**src/hdl/cdr_pkg.sv**
```systemverilog
package cdr_pkg;

  // ==========================================================
  // Register offsets
  localparam logic [7:0] ADDR_BOOST       = 8'h03;
  localparam logic [7:0] ADDR_DRIVER_EDGE = 8'h18;
  localparam logic [7:0] ADDR_POLARITY    = 8'h1F;
  localparam logic [7:0] ADDR_ADAPT_TUNE  = 8'h2C;
  localparam logic [7:0] ADDR_RATE_START  = 8'h2F;
  localparam logic [7:0] ADDR_MODE        = 8'h31;
  localparam logic [7:0] ADDR_REFCLK_MODE = 8'h36;
  localparam logic [7:0] ADDR_MONITOR     = 8'h3E;
  localparam logic [7:0] ADDR_EYE_MIN     = 8'h6A;
  localparam logic [7:0] ADDR_WEIGHT      = 8'h6B;
  localparam logic [7:0] ADDR_H_OFFSET    = 8'h6C;
  localparam logic [7:0] ADDR_V_OFFSET    = 8'h6D;
  localparam logic [7:0] ADDR_SCORE_EN    = 8'h6E;
  localparam logic [7:0] ADDR_LOCK_STATUS = 8'h78;

  // ==========================================================
  // Field positions
  localparam int SLOW_EDGE_BIT  = 2;
  localparam int INVERT_BIT     = 7;
  localparam int START_BIT      = 0;
  localparam int RATE_LSB       = 4;
  localparam int SUBRATE_LSB    = 4;
  localparam int SCORE_TYPE_LSB = 3;
  localparam int MODE_LSB       = 5;
  localparam int MONITOR_BIT    = 7;
  localparam int CFG_SCORE_BIT  = 7;
  localparam int LOCKED_BIT     = 0;
  localparam int LOL_BIT        = 1;
  localparam int LOL_ACK_BIT    = 0;

  // ==========================================================
  // Codes
  localparam logic [1:0] MODE_NONE       = 2'h0;
  localparam logic [1:0] MODE_ADAPT      = 2'h1;
  localparam logic [1:0] SCORE_COMBINED  = 2'h0;
  localparam logic [1:0] SCORE_HORIZ     = 2'h1;
  localparam logic [1:0] SCORE_VERT      = 2'h2;

  // ==========================================================
  // Reset values
  localparam logic [7:0] RST_BOOST   = 8'h00;
  localparam logic [7:0] RST_EDGE    = 8'h00;
  localparam logic [7:0] RST_POL     = 8'h00;
  localparam logic [7:0] RST_TUNE    = 8'h02;
  localparam logic [7:0] RST_RATE    = 8'h00;
  localparam logic [7:0] RST_MODE    = 8'h20;
  localparam logic [7:0] RST_REFMODE = 8'h00;
  localparam logic [7:0] RST_MONITOR = 8'h80;
  localparam logic [7:0] RST_EYE_MIN = 8'h44;
  localparam logic [7:0] RST_WEIGHT  = 8'h80;
  localparam logic [7:0] RST_H_OFF   = 8'h00;
  localparam logic [7:0] RST_V_OFF   = 8'h00;
  localparam logic [7:0] RST_SCORE   = 8'h00;

  // ==========================================================
  // Timing and scaling
  localparam int CLK_PERIOD_NS      = 40;
  localparam int FREQ_WINDOW_NS     = 10000;
  localparam int FREQ_WINDOW_CYCLES = FREQ_WINDOW_NS / CLK_PERIOD_NS;
  localparam int WIN_W              = $clog2(FREQ_WINDOW_CYCLES);
  localparam logic [7:0] VEO_SCALE  = 8'h80;
  localparam int VEO_SCALE_SHIFT    = 7;
  localparam logic [9:0] WEIGHT_ONE = 10'h100;

  // ==========================================================
  // Candidate boost settings
  localparam int CAND_N = 16;
  localparam logic [7:0] BOOST_TABLE [CAND_N] = '{
    8'h00, 8'h01, 8'h04, 8'h10, 8'h40, 8'h08, 8'h02, 8'h80,
    8'h03, 8'h0C, 8'h30, 8'h41, 8'h50, 8'hC0, 8'h60, 8'h90};

  // ==========================================================
  // Types
  typedef struct packed {
    logic       valid;
    logic [7:0] horizontal_eye_opening;
    logic [7:0] vertical_eye_opening;
  } eye_meas_type;

  typedef enum logic [2:0] {
    ST_CAL, ST_ACQUIRE, ST_LOAD, ST_APPLY, ST_MEAS, ST_QUALIFY, ST_LOCKED
  } lock_state_type;

  typedef struct packed {
    lock_state_type state;
    logic [7:0]     boost;
    logic [7:0]     edge_ctl;
    logic [7:0]     pol_ctl;
    logic [7:0]     tune;
    logic [7:0]     rate;
    logic [7:0]     mode;
    logic [7:0]     refmode;
    logic [7:0]     monitor;
    logic [7:0]     eye_min;
    logic [7:0]     weight;
    logic [7:0]     h_off;
    logic [7:0]     v_off;
    logic [7:0]     score_en;
    logic [3:0]     cand_idx;
    logic [3:0]     best_idx;
    logic [7:0]     best_score;
    logic [3:0]     beyond;
    logic [3:0]     tab_addr;
    logic           restoring;
    logic [2:0]     coarse;
    logic [WIN_W-1:0] win_cnt;
    logic [9:0]     tick_cnt;
    logic           locked;
    logic           lol;
    logic [7:0]     rdata;
  } ctrl_state_type;

endpackage : cdr_pkg

```
**src/hdl/boost_table.sv**
```systemverilog
`timescale 1ns/100ps
`default_nettype none

module boost_table
  import cdr_pkg::*;
#(
  parameter int WIDTH = 8,
  parameter int DEPTH = CAND_N
)
(
  input  wire logic                     clock,
  input  wire logic                     nrst,
  input  wire logic [$clog2(DEPTH)-1:0] addr,
  output var  logic [WIDTH-1:0]         rdata
);

  // ==========================================================
  // Registered read of candidate settings
  always_ff @(posedge clock or negedge nrst)
  begin
    if (!nrst)
    begin
      rdata <= '0;
    end
    else
    begin
      rdata <= WIDTH'(BOOST_TABLE[addr]);
    end
  end

endmodule : boost_table

`default_nettype wire

```
**src/hdl/cdr_adaptation_lock_control.sv**
```systemverilog
`timescale 1ns/100ps
`default_nettype none

module cdr_adaptation_lock_control
  import cdr_pkg::*;
#(
  parameter logic [9:0] TARGET_TICKS = 10'd200,
  parameter logic [9:0] FREQ_TOL     = 10'd4
)
(
  input  wire logic         clock,
  input  wire logic         nrst,
  input  wire logic [7:0]   reg_addr,
  input  wire logic [7:0]   reg_wdata,
  input  wire logic         reg_wr,
  input  wire logic         reg_rd,
  output logic      [7:0]   reg_rdata,
  input  wire eye_meas_type eye_meas,
  input  wire logic         phase_locked,
  input  wire logic         osc_div_tick,
  output logic              slow_edge,
  output logic              invert_polarity,
  output logic      [3:0]   rate_search_code,
  output logic      [7:0]   eq_boost,
  output logic      [2:0]   coarse_tune,
  output logic              cdr_locked,
  output logic              loss_of_lock_irq
);

  // ==========================================================
  // Functions
  function automatic logic [7:0] eye_score(
    input eye_meas_type m,
    input logic [1:0]   kind,
    input logic         cfg_en,
    input logic [7:0]   a,
    input logic [7:0]   b,
    input logic [7:0]   c
  );
    logic [15:0]        vprod;
    logic [7:0]         vscaled;
    logic signed [9:0]  dh;
    logic signed [9:0]  dv;
    logic signed [9:0]  wa;
    logic signed [9:0]  wb;
    logic signed [20:0] acc;
    logic [7:0]         res;
    vprod   = 16'(m.vertical_eye_opening * VEO_SCALE);
    vprod   = vprod >> VEO_SCALE_SHIFT;
    vscaled = (vprod > 16'h00FF) ? 8'hFF : vprod[7:0];
    dh      = $signed({2'b00, m.horizontal_eye_opening}) - $signed({2'b00, b});
    dv      = $signed({2'b00, m.vertical_eye_opening}) - $signed({2'b00, c});
    wa      = $signed({2'b00, a});
    wb      = $signed(WEIGHT_ONE - {2'b00, a});
    acc     = 21'(dh * wa) + 21'(dv * wb);
    acc     = acc >>> 8;
    if (cfg_en)
    begin
      if (acc < 0)
        res = 8'h00;
      else if (acc > 21'sd255)
        res = 8'hFF;
      else
        res = acc[7:0];
    end
    else if (kind == SCORE_HORIZ)
      res = m.horizontal_eye_opening;
    else if (kind == SCORE_VERT)
      res = m.vertical_eye_opening;
    else
      res = (m.horizontal_eye_opening < vscaled) ? m.horizontal_eye_opening : vscaled;
    return res;
  endfunction : eye_score

  function automatic logic eye_open_ok(
    input eye_meas_type m,
    input logic [7:0]   mins
  );
    return (m.horizontal_eye_opening > {mins[7:4], 4'h0}) && (m.vertical_eye_opening > {mins[3:0], 4'h0});
  endfunction : eye_open_ok

  // ==========================================================
  // State
  ctrl_state_type s_r;
  ctrl_state_type s_nxt;
  logic [7:0]     tab_rdata;

  boost_table #(
    .WIDTH (8),
    .DEPTH (CAND_N)
  ) u_table (
    .clock (clock),
    .nrst  (nrst),
    .addr  (s_r.tab_addr),
    .rdata (tab_rdata)
  );

  // ==========================================================
  // Next state
  always_comb
  begin
    logic [9:0] ticks;
    logic [9:0] expect_ticks;
    logic [9:0] diff;
    logic       win_end;
    logic       freq_err;
    logic       start_req;
    logic       adapt_on;
    logic       improved;
    logic [7:0] score;
    ticks        = s_r.tick_cnt + {9'h000, osc_div_tick};
    expect_ticks = TARGET_TICKS >> s_r.rate[SUBRATE_LSB +: 2];
    diff         = (ticks > expect_ticks) ? ticks - expect_ticks : expect_ticks - ticks;
    win_end      = (s_r.win_cnt == WIN_W'(FREQ_WINDOW_CYCLES - 1));
    freq_err     = win_end && (diff > FREQ_TOL);
    start_req    = 1'b0;
    adapt_on     = (s_r.mode[MODE_LSB +: 2] == MODE_ADAPT);
    improved     = 1'b0;
    score        = eye_score(eye_meas, s_r.mode[SCORE_TYPE_LSB +: 2],
                             s_r.score_en[CFG_SCORE_BIT],
                             s_r.weight, s_r.h_off, s_r.v_off);
    s_nxt = s_r;

    // Reference frequency window
    if (win_end)
    begin
      s_nxt.win_cnt  = '0;
      s_nxt.tick_cnt = '0;
    end
    else
    begin
      s_nxt.win_cnt  = s_r.win_cnt + WIN_W'(1);
      s_nxt.tick_cnt = ticks;
    end

    // Register writes
    if (reg_wr)
    begin
      if (reg_addr == ADDR_BOOST)
        s_nxt.boost = reg_wdata;
      else if (reg_addr == ADDR_DRIVER_EDGE)
        s_nxt.edge_ctl = reg_wdata;
      else if (reg_addr == ADDR_POLARITY)
        s_nxt.pol_ctl = reg_wdata;
      else if (reg_addr == ADDR_ADAPT_TUNE)
        s_nxt.tune = reg_wdata;
      else if (reg_addr == ADDR_RATE_START)
      begin
        s_nxt.rate = reg_wdata;
        start_req  = s_r.rate[START_BIT] && !reg_wdata[START_BIT];
      end
      else if (reg_addr == ADDR_MODE)
        s_nxt.mode = reg_wdata;
      else if (reg_addr == ADDR_REFCLK_MODE)
        s_nxt.refmode = reg_wdata;
      else if (reg_addr == ADDR_MONITOR)
        s_nxt.monitor = reg_wdata;
      else if (reg_addr == ADDR_EYE_MIN)
        s_nxt.eye_min = reg_wdata;
      else if (reg_addr == ADDR_WEIGHT)
        s_nxt.weight = reg_wdata;
      else if (reg_addr == ADDR_H_OFFSET)
        s_nxt.h_off = reg_wdata;
      else if (reg_addr == ADDR_V_OFFSET)
        s_nxt.v_off = reg_wdata;
      else if (reg_addr == ADDR_SCORE_EN)
        s_nxt.score_en = reg_wdata;
      else if (reg_addr == ADDR_LOCK_STATUS && reg_wdata[LOL_ACK_BIT])
        s_nxt.lol = 1'b0;
    end

    // Register reads
    if (reg_rd)
    begin
      if (reg_addr == ADDR_BOOST)
        s_nxt.rdata = s_r.boost;
      else if (reg_addr == ADDR_DRIVER_EDGE)
        s_nxt.rdata = s_r.edge_ctl;
      else if (reg_addr == ADDR_POLARITY)
        s_nxt.rdata = s_r.pol_ctl;
      else if (reg_addr == ADDR_ADAPT_TUNE)
        s_nxt.rdata = s_r.tune;
      else if (reg_addr == ADDR_RATE_START)
        s_nxt.rdata = s_r.rate;
      else if (reg_addr == ADDR_MODE)
        s_nxt.rdata = s_r.mode;
      else if (reg_addr == ADDR_REFCLK_MODE)
        s_nxt.rdata = s_r.refmode;
      else if (reg_addr == ADDR_MONITOR)
        s_nxt.rdata = s_r.monitor;
      else if (reg_addr == ADDR_EYE_MIN)
        s_nxt.rdata = s_r.eye_min;
      else if (reg_addr == ADDR_WEIGHT)
        s_nxt.rdata = s_r.weight;
      else if (reg_addr == ADDR_H_OFFSET)
        s_nxt.rdata = s_r.h_off;
      else if (reg_addr == ADDR_V_OFFSET)
        s_nxt.rdata = s_r.v_off;
      else if (reg_addr == ADDR_SCORE_EN)
        s_nxt.rdata = s_r.score_en;
      else if (reg_addr == ADDR_LOCK_STATUS)
        s_nxt.rdata = {3'h0, s_r.coarse, s_r.lol, s_r.locked};
      else
        s_nxt.rdata = 8'h00;
    end

    // Lock and adaptation sequence
    case (s_r.state)
      ST_CAL:
      begin
        if (win_end)
        begin
          if (ticks >= expect_ticks || s_r.coarse == 3'h7)
            s_nxt.state = ST_ACQUIRE;
          else
            s_nxt.coarse = s_r.coarse + 3'h1;
        end
      end
      ST_ACQUIRE:
      begin
        if (freq_err)
          s_nxt.state = ST_ACQUIRE;
        else if (phase_locked)
        begin
          if (adapt_on)
          begin
            s_nxt.state      = ST_LOAD;
            s_nxt.cand_idx   = 4'h0;
            s_nxt.tab_addr   = 4'h0;
            s_nxt.best_idx   = 4'h0;
            s_nxt.best_score = 8'h00;
            s_nxt.beyond     = 4'h0;
            s_nxt.restoring  = 1'b0;
          end
          else
            s_nxt.state = ST_QUALIFY;
        end
      end
      ST_LOAD:
        s_nxt.state = ST_APPLY;
      ST_APPLY:
      begin
        s_nxt.boost = tab_rdata;
        if (s_r.restoring)
          s_nxt.state = ST_QUALIFY;
        else
          s_nxt.state = ST_MEAS;
      end
      ST_MEAS:
      begin
        if (freq_err)
          s_nxt.state = ST_ACQUIRE;
        else if (eye_meas.valid && phase_locked)
        begin
          improved = (score > s_r.best_score) || (s_r.cand_idx == 4'h0);
          if (improved)
          begin
            s_nxt.best_score = score;
            s_nxt.best_idx   = s_r.cand_idx;
            s_nxt.beyond     = 4'h0;
          end
          else
            s_nxt.beyond = s_r.beyond + 4'h1;
          if ((!improved && s_r.beyond + 4'h1 > s_r.tune[3:0])
              || s_r.cand_idx == 4'(CAND_N - 1))
          begin
            s_nxt.restoring = 1'b1;
            s_nxt.tab_addr  = improved ? s_r.cand_idx : s_r.best_idx;
            s_nxt.state     = ST_LOAD;
          end
          else
          begin
            s_nxt.cand_idx = s_r.cand_idx + 4'h1;
            s_nxt.tab_addr = s_r.cand_idx + 4'h1;
            s_nxt.state    = ST_LOAD;
          end
        end
      end
      ST_QUALIFY:
      begin
        if (freq_err)
          s_nxt.state = ST_ACQUIRE;
        else if (eye_meas.valid)
        begin
          if (eye_open_ok(eye_meas, s_r.eye_min) && phase_locked)
          begin
            s_nxt.state  = ST_LOCKED;
            s_nxt.locked = 1'b1;
          end
          else
            s_nxt.state = ST_ACQUIRE;
        end
      end
      ST_LOCKED:
      begin
        if (freq_err || !phase_locked
            || (s_r.monitor[MONITOR_BIT] && eye_meas.valid
                && !eye_open_ok(eye_meas, s_r.eye_min)))
        begin
          s_nxt.state  = ST_ACQUIRE;
          s_nxt.locked = 1'b0;
          s_nxt.lol    = 1'b1;
        end
      end
      default:
        s_nxt.state = ST_ACQUIRE;
    endcase

    // Host start overrides any running sequence except coarse calibration (ST_CAL)
    if (start_req && s_r.state != ST_CAL)
    begin
      s_nxt.state  = ST_ACQUIRE;
      s_nxt.locked = 1'b0;
    end
  end

  // ==========================================================
  // Registers
  always_ff @(posedge clock or negedge nrst)
  begin
    if (!nrst)
    begin
      s_r            <= '0;
      s_r.state      <= ST_CAL;
      s_r.boost      <= RST_BOOST;
      s_r.edge_ctl   <= RST_EDGE;
      s_r.pol_ctl    <= RST_POL;
      s_r.tune       <= RST_TUNE;
      s_r.rate       <= RST_RATE;
      s_r.mode       <= RST_MODE;
      s_r.refmode    <= RST_REFMODE;
      s_r.monitor    <= RST_MONITOR;
      s_r.eye_min    <= RST_EYE_MIN;
      s_r.weight     <= RST_WEIGHT;
      s_r.h_off      <= RST_H_OFF;
      s_r.v_off      <= RST_V_OFF;
      s_r.score_en   <= RST_SCORE;
    end
    else
    begin
      s_r <= s_nxt;
    end
  end

  // ==========================================================
  // Outputs
  assign reg_rdata        = s_r.rdata;
  assign slow_edge        = s_r.edge_ctl[SLOW_EDGE_BIT];
  assign invert_polarity  = s_r.pol_ctl[INVERT_BIT];
  assign rate_search_code = s_r.rate[RATE_LSB +: 4];
  assign eq_boost         = s_r.boost;
  assign coarse_tune      = s_r.coarse;
  assign cdr_locked       = s_r.locked;
  assign loss_of_lock_irq = s_r.lol;

endmodule : cdr_adaptation_lock_control

`default_nettype wire

```
**config.mk**
```make
export PLATFORM = sky130hd
export DESIGN_NAME = cdr_adaptation_lock_control
export DESIGN_NICKNAME = d
export VERILOG_FILES = /design/src/hdl/cdr_pkg.sv /design/src/hdl/boost_table.sv /design/src/hdl/cdr_adaptation_lock_control.sv
export SDC_FILE = /design/constraint.sdc
export NUM_CORES = 1
export LEC_CHECK = 0
export BUFFER_PORTS_ARGS = -buffer_cell sky130_fd_sc_hd__buf_2
export CAP_MARGIN = 20
export CORE_MARGIN = 1.5
export CORE_UTILIZATION = 30
export DETAILED_ROUTE_END_ITERATION = 8
export PLACE_DENSITY = 0.51
export SYNTH_ARGS = -nofsm -noshare
export SYNTH_HDL_FRONTEND = slang
export SYNTH_HIERARCHICAL = 1
export SYNTH_SLANG_ARGS = --single-unit
```
**constraint.sdc**
```tcl
create_clock -name clock -period 10.9 [get_ports clock]
set_input_delay 0 -clock clock [delete_from_list [all_inputs] [get_ports clock]]
set_output_delay 0 -clock clock [all_outputs]
set_load 0.01 [all_outputs]
```
# Yosys cells after proc, flatten, opt, wreduce, memory -nomap -nowiden

Memory sizes are Yosys's and may differ from the RTL's. A register that Yosys moved wholly into a read port is not among the register bits.
Cells that the tools add are included.

Muxes and demuxes: 104
Shifts and indexed selects: 1
Add/subtract/negate cells: 11
Order comparisons: 11
$mul: 2
Reduce and logical (&&, ||, !) cells: 47
Equality and inequality tests: 43
Bitwise logic cells: 14

Operator list:

| cell               | number |
|---|---|
| $mux 8             | 35 |
| $mux 25            | 5 |
| $mux 104           | 1 |
| $mux 96            | 1 |
| $mux 88            | 1 |
| $mux 80            | 1 |
| $mux 72            | 1 |
| $mux 64            | 1 |
| $mux 56            | 1 |
| $pmux 25 s2        | 1 |
| $eq 8x7->1 const B | 6 |
| $mux 48            | 1 |
| $eq 8x6->1 const B | 5 |
| $mux 40            | 1 |
| $mux 3             | 12 |
| $mux 32            | 1 |
| $mux 1             | 28 |
| $reduce_and 7->1   | 4 |
| $gt 8x8->1         | 3 |
| $mux 24            | 1 |
| $pmux 3 s7         | 1 |
| $add 18x19->20     | 1 |
| $sub 10x10->10     | 2 |
| $mul 9x10->19      | 1 |
| other kinds (57)   | 118 |

Memories kept: 1
Memory bits (read-only): 128
Bits in registers: 163
Logic and storage cells: 260
Input port bits: 39

Memories:

| name            | depth | bits a word | rd ports | clocked after Yosys merged registers in | wr ports | line              | RTL |
|---|---|---|---|---|---|---|---|
| (no name shown) | 16    | 8           | 1        | 1                                       | 0        | boost_table.sv:27 | `rdata <= WIDTH'(BOOST_TABLE[addr]);` |

# Logic depth before layout (Yosys ltp)

Word-level depth: 20
Depth in mapped cells: 47
Mapped depth without buffers: 45

# Modules after synthesis

Netlist, hierarchy kept.

Modules (own cells, without submodules):

| module                      | cells an instance | seq. area each (µm²) | times used | area an instance (µm²) |
|---|---|---|---|---|
| cdr_adaptation_lock_control | 1772              | 4086.4               | 1          | 16514.6 |
| boost_table                 | 36                | 200.2                | 1          | 430.4 |

# Worst setup path before layout

No wires, ideal clock.

Path kind: reg-to-reg
Start: register s_r[65] (netlist name)
End: register s_r[34] (netlist name)
Library setup time: 0.135 ns
Data required time: 10.765 ns
Path slack: 1.182 ns
Period minus slack after synthesis: 9.718 ns
Stages on the path, launching flop included: 44
Data arrival time: 9.583 ns
Path through: dfrtp_1 -> inv_1 -> ha_1 -> nor2b_1 -> o21ai_0 -> nand2b_1 -> a21o_1 -> a21o_1 -> a21o_1 -> a21o_1 -> xnor2_1 -> or2_2 -> fa_1 -> inv_1 -> fa_1 -> fa_1 -> inv_1 -> fa_1 -> (+8 left out) -> a21oi_1 -> nor2b_1 -> a211oi_1 -> xor2_1 -> nand4_1 -> nor2_1 -> a211oi_1 -> ha_1 -> nor2b_1 -> o21a_1 -> o21a_1 -> o21ai_0 -> a31oi_1 -> o31ai_1 -> clkbuf_1 -> o21ai_0 -> a211oi_1 -> o31ai_1

Longest elaborated chain between the ends: 16

Ends and longest elaborated chain:

| element                | line                               | RTL |
|---|---|---|
| from (decl)            | cdr_adaptation_lock_control.sv:84  | `ctrl_state_type s_r;` |
| from (signal assigned) | cdr_adaptation_lock_control.sv:341 | `s_r <= s_nxt;` |
| $sub 8x8->9 (*)        | cdr_adaptation_lock_control.sv:52  | `dv = $signed({2'b00, m.vertical_eye_opening}) - $signed({2'b00, c});` |
| $mul 9x10->19 (*)      | cdr_adaptation_lock_control.sv:55  | `acc = 21'(dh * wa) + 21'(dv * wb);` |
| $add 18x19->20 (*)     | cdr_adaptation_lock_control.sv:55  |  |
| $gt 12x9->1            | cdr_adaptation_lock_control.sv:61  | `else if (acc > 21'sd255)` |
| $mux 8                 | cdr_adaptation_lock_control.sv:61  |  |
| $mux 8 (*)             | cdr_adaptation_lock_control.sv:59  | `if (acc < 0)` |
| $mux 8 (*)             | cdr_adaptation_lock_control.sv:57  | `if (cfg_en)` |
| $gt 8x8->1 (*)         | cdr_adaptation_lock_control.sv:255 | `improved = (score > s_r.best_score) \|\| (s_r.cand_idx == 4'h0);` |
| $logic_or 1x1->1 (*)   | cdr_adaptation_lock_control.sv:255 |  |
| $logic_not 1->1        | cdr_adaptation_lock_control.sv:264 | `if ((!improved && s_r.beyond + 4'h1 > s_r.tune[3:0])` |
| $logic_and 1x1->1      | cdr_adaptation_lock_control.sv:264 |  |
| $logic_or 1x1->1       | cdr_adaptation_lock_control.sv:265 | `\|\| s_r.cand_idx == 4'(CAND_N - 1))` |
| $mux 4 (*)             | cdr_adaptation_lock_control.sv:264 |  |
| $mux 25 (*)            | cdr_adaptation_lock_control.sv:253 | `else if (eye_meas.valid && phase_locked)` |
| $mux 25 (*)            | cdr_adaptation_lock_control.sv:251 | `if (freq_err)` |
| $pmux 25 s2 (*)        | cdr_adaptation_lock_control.sv:208 | `case (s_r.state)` |

Mark *: on every way between the ends. The rest lies on a longest branch, timed or not. The select of a mux whose other input is x is not followed.
A chain may end at the register's enable or synchronous reset.

# Worst setup path in the final report

Start: register s_r[65] (netlist name)
End: register s_r[37] (netlist name)

Longest elaborated chain between the ends: 13

Ends and longest elaborated chain:

| element              | line                               | RTL |
|---|---|---|
| $sub 8x8->9 (*)      | cdr_adaptation_lock_control.sv:52  |  |
| $mul 9x10->19 (*)    | cdr_adaptation_lock_control.sv:55  |  |
| $add 18x19->20 (*)   | cdr_adaptation_lock_control.sv:55  |  |
| $gt 12x9->1          | cdr_adaptation_lock_control.sv:61  |  |
| $mux 8               | cdr_adaptation_lock_control.sv:61  |  |
| $mux 8 (*)           | cdr_adaptation_lock_control.sv:59  |  |
| $mux 8 (*)           | cdr_adaptation_lock_control.sv:57  |  |
| $gt 8x8->1 (*)       | cdr_adaptation_lock_control.sv:255 |  |
| $logic_or 1x1->1 (*) | cdr_adaptation_lock_control.sv:255 |  |
| $mux 4 (*)           | cdr_adaptation_lock_control.sv:256 | `if (improved)` |
| $mux 25 (*)          | cdr_adaptation_lock_control.sv:253 |  |
| $mux 25 (*)          | cdr_adaptation_lock_control.sv:251 |  |
| $pmux 25 s2 (*)      | cdr_adaptation_lock_control.sv:208 |  |

Marks and branches as above.

==> run metrics <==
status finished clean; Antenna Nets Post-Route 0; CTS buffer count 17; total chip power 5.21 mW; CTS H-tree lvls 4; initial DRC count 775; ratio of cells with drive above 1 in the final layout 0.131; EDFF count, synth 0; # nets final 2200; Tmin final 10.36 ns; area share of the largest cell type after synthesis 0.244; Post-Syn Area 0.0169 mm2; Fillers 5647; vias 13.0k; worst-path fanout max 7; worst min path class primary input to register; width of the die 241 um; commonest non-fill, non-tap cells in the layout 264 x inv_1, 165 x dfrtp_1, 163 x ha_1; Net Count, Synth 2155; yosys warns 6; IO buf count 65; hold path cells 4; Starting Density 0.306; commonest non-fill, non-tap cell in the layout inv_1; TritonCTS clock tree done; required time of the critical path 11.25 ns; top_reg_cell synth dfrtp_1; worst slack at placement 0.406 ns; via/cell ratio 4.95; Yosys reg bits 171; clk slew on worst S/H paths 0.07 ns; Worst Path Arrival 10.72 ns; Critical Path Sink s_r[37]; CTS root buffer clkbuf_16; maximum number of pins on one net before global-route repair 100; FF-to-FF End s_r[37]; R2R depth 41; slowest stage delay, CP 0.58 ns; DR DRC count 0; Clock Tree Buf Depth 2; Synth Instances 1808; num ports 66; setup violators final 0; Core Area 0.0554 mm2; CP Launch Point s_r[65]; worst r2r src s_r[65]; die area 0.0579 mm2; Worst Tran Pin Value 0.999 ns; DRT Pass-1 Iters 6; Yosys top cell by area dfrtp_1; Hold Fails Final Rpt 0; Setup crit end kind register; Max-cap violations 0; GR Util All Layers 0.167; Fmax 96.5 MHz; PD cells 277 mW/mm2; skew final 0.0121 ns; Slew HR 0.334; Final Worst Setup Slack 0.537 ns; vias in the first global route 13.3k; dpl hpwl 37.1 mm; gpl congestion 0.850; GRT overflow 0; cell leakage power 9.34 nW; Worst setup SP type register; R2R setup slack 0.54 ns; peak supply drop 0.410 mV; top cells by area, synth dfrtp_1 24%, fa_1 17%, ha_1 12%; initial antenna violation count 3; synth unique cells 72; Routed WL 46.7 mm; post-DR wirelength/cell 17.9 um; async set-or-reset flop fraction in the synthesized netlist 1.00; Layout area overhead 10.9%; critical path type register to register; Final Util 0.339; std cell rows 86; die height 241 um; Slowest cell on crit path fa_1; Worst-Skew Late Latency 0.44 ns; final slew viol count 0; clock sinks 171; Tcrit/Tclk final 0.951; sequential area share after synthesis 0.253; Syn Area/Cell 9.37 um2; first-pass GRT wire length 74.8 mm
-- kinds of logic after synthesis --
| logic type | synth area share |
|---|---|
| simple gates | 0.145 |
| buf+inv | 0.0831 |
| compound gates | 0.123 |
| fa+ha+maj | 0.291 |
| flops | 0.253 |
| mux | 0.0715 |
| xor+xnor | 0.0336 |
-- report_power, final --
group	switching, mW	leakage [nW]	total, mW	internal (mW)
sequential	0.0751	2.22	0.786	0.711
combinational	2.30	6.83	3.82	1.52
clock	0.269	0.291	0.610	0.342
total	2.64	9.34	5.21	2.57
-- layout make-up --
type | instances | area (um2) | share of cell area
diodes | 2 | 5.00 | 0.000266
clock buffers | 21 | 480 | 0.0256
clock inverters | 11 | 105 | 0.00559
inverters | 266 | 998 | 0.0531
multi-input cells | 1293 | 11300 | 0.603
flip-flops and latches | 171 | 4290 | 0.228
well taps | 748 | 936 | 0.0498
repair buffers | 104 | 654 | 0.0348
-- Yosys cell counts (all sizes together) (5+ instances only) --
cell type    n
mux2        80
dfrtp      165
and3        11
xor2        33
a21oi       66
and2        51
nand2      136
nor3        21
a2111oi      5
a211oi      15
nand3       30
a22o        12
or3         11
a221o       10
or2         10
nor2b       35
o21a        10
nand4       14
mux2i       31
xnor2       32
a221oi      10
o211ai       8
dfstp        6
nand2b      32
o21ai       76
a22oi       11
clkbuf      46
a31oi       14
fa         144
o31ai        8
o22ai        5
nor4        10
nor2       124
a21o        30
inv        264
buf         32
ha         164
o221ai       6
-- registers in the layout, summed over array words and instances, names as in the netlist --
signal and flops:
cdr_locked 1, coarse_tune 3, eq_boost 8, invert_polarity 1
loss_of_lock_irq 1, rate_search_code 4, reg_rdata 8, s_r 136
slow_edge 1, u_table/rdata 8
-- worst max-delay path: cells and delay by family (launching register included) --
kind,cells,cell delay (ns)
compound gates,16,2.88
xor+xnor,2,0.51
fa+ha+maj,9,4.03
buf+inv,5,1.00
flops,1,0.40
simple gates,9,1.43
-- per-stage QoR --
step,area [um2],hold WS [ns],std cells,setup TNS (ns)
CTS,18700,0.0113,2609,0
finish,18800,0.0148,2616,0
global placement,18000,0.190,2565,0
detailed placement,18000,0.195,2565,0
global route,18800,0.0547,2616,-0.0510
floorplan,16900,-0.296,1808,0
-- how the worst min path moves through the flow --
stage | startpoint | end | slack, ns
after floorplan | nrst | cdr_locked | -0.30
after global placement | nrst | s_r[12] | 0.19
after detailed placement | nrst | s_r[10] | 0.20
after CTS | osc_div_tick | s_r[10] | 0.01
after global routing | osc_div_tick | s_r[10] | 0.05
final | osc_div_tick | s_r[10] | 0.01
-- per-layer routing --
layer / vias up / part of all wire / global-route usage
met3: 57 / 0.044 / 0.0218
met4: 2 / 0.018 / 0.0423
met1: 6457 / 0.46 / 0.228
met2: 317 / 0.48 / 0.278
met5: - / 0.00026 / 0
li1: 6123 / - / -
-- repair_timing --
item | in CTS | in global routing
resized for setup | 0 | 16
hold buffers | 12 | 0
buffers inserted | 0 | 5
setup endpoints to repair | 0 | 23
endpoints found under the hold margin | 123 | 0
Power figures use the tool's default switching activity.
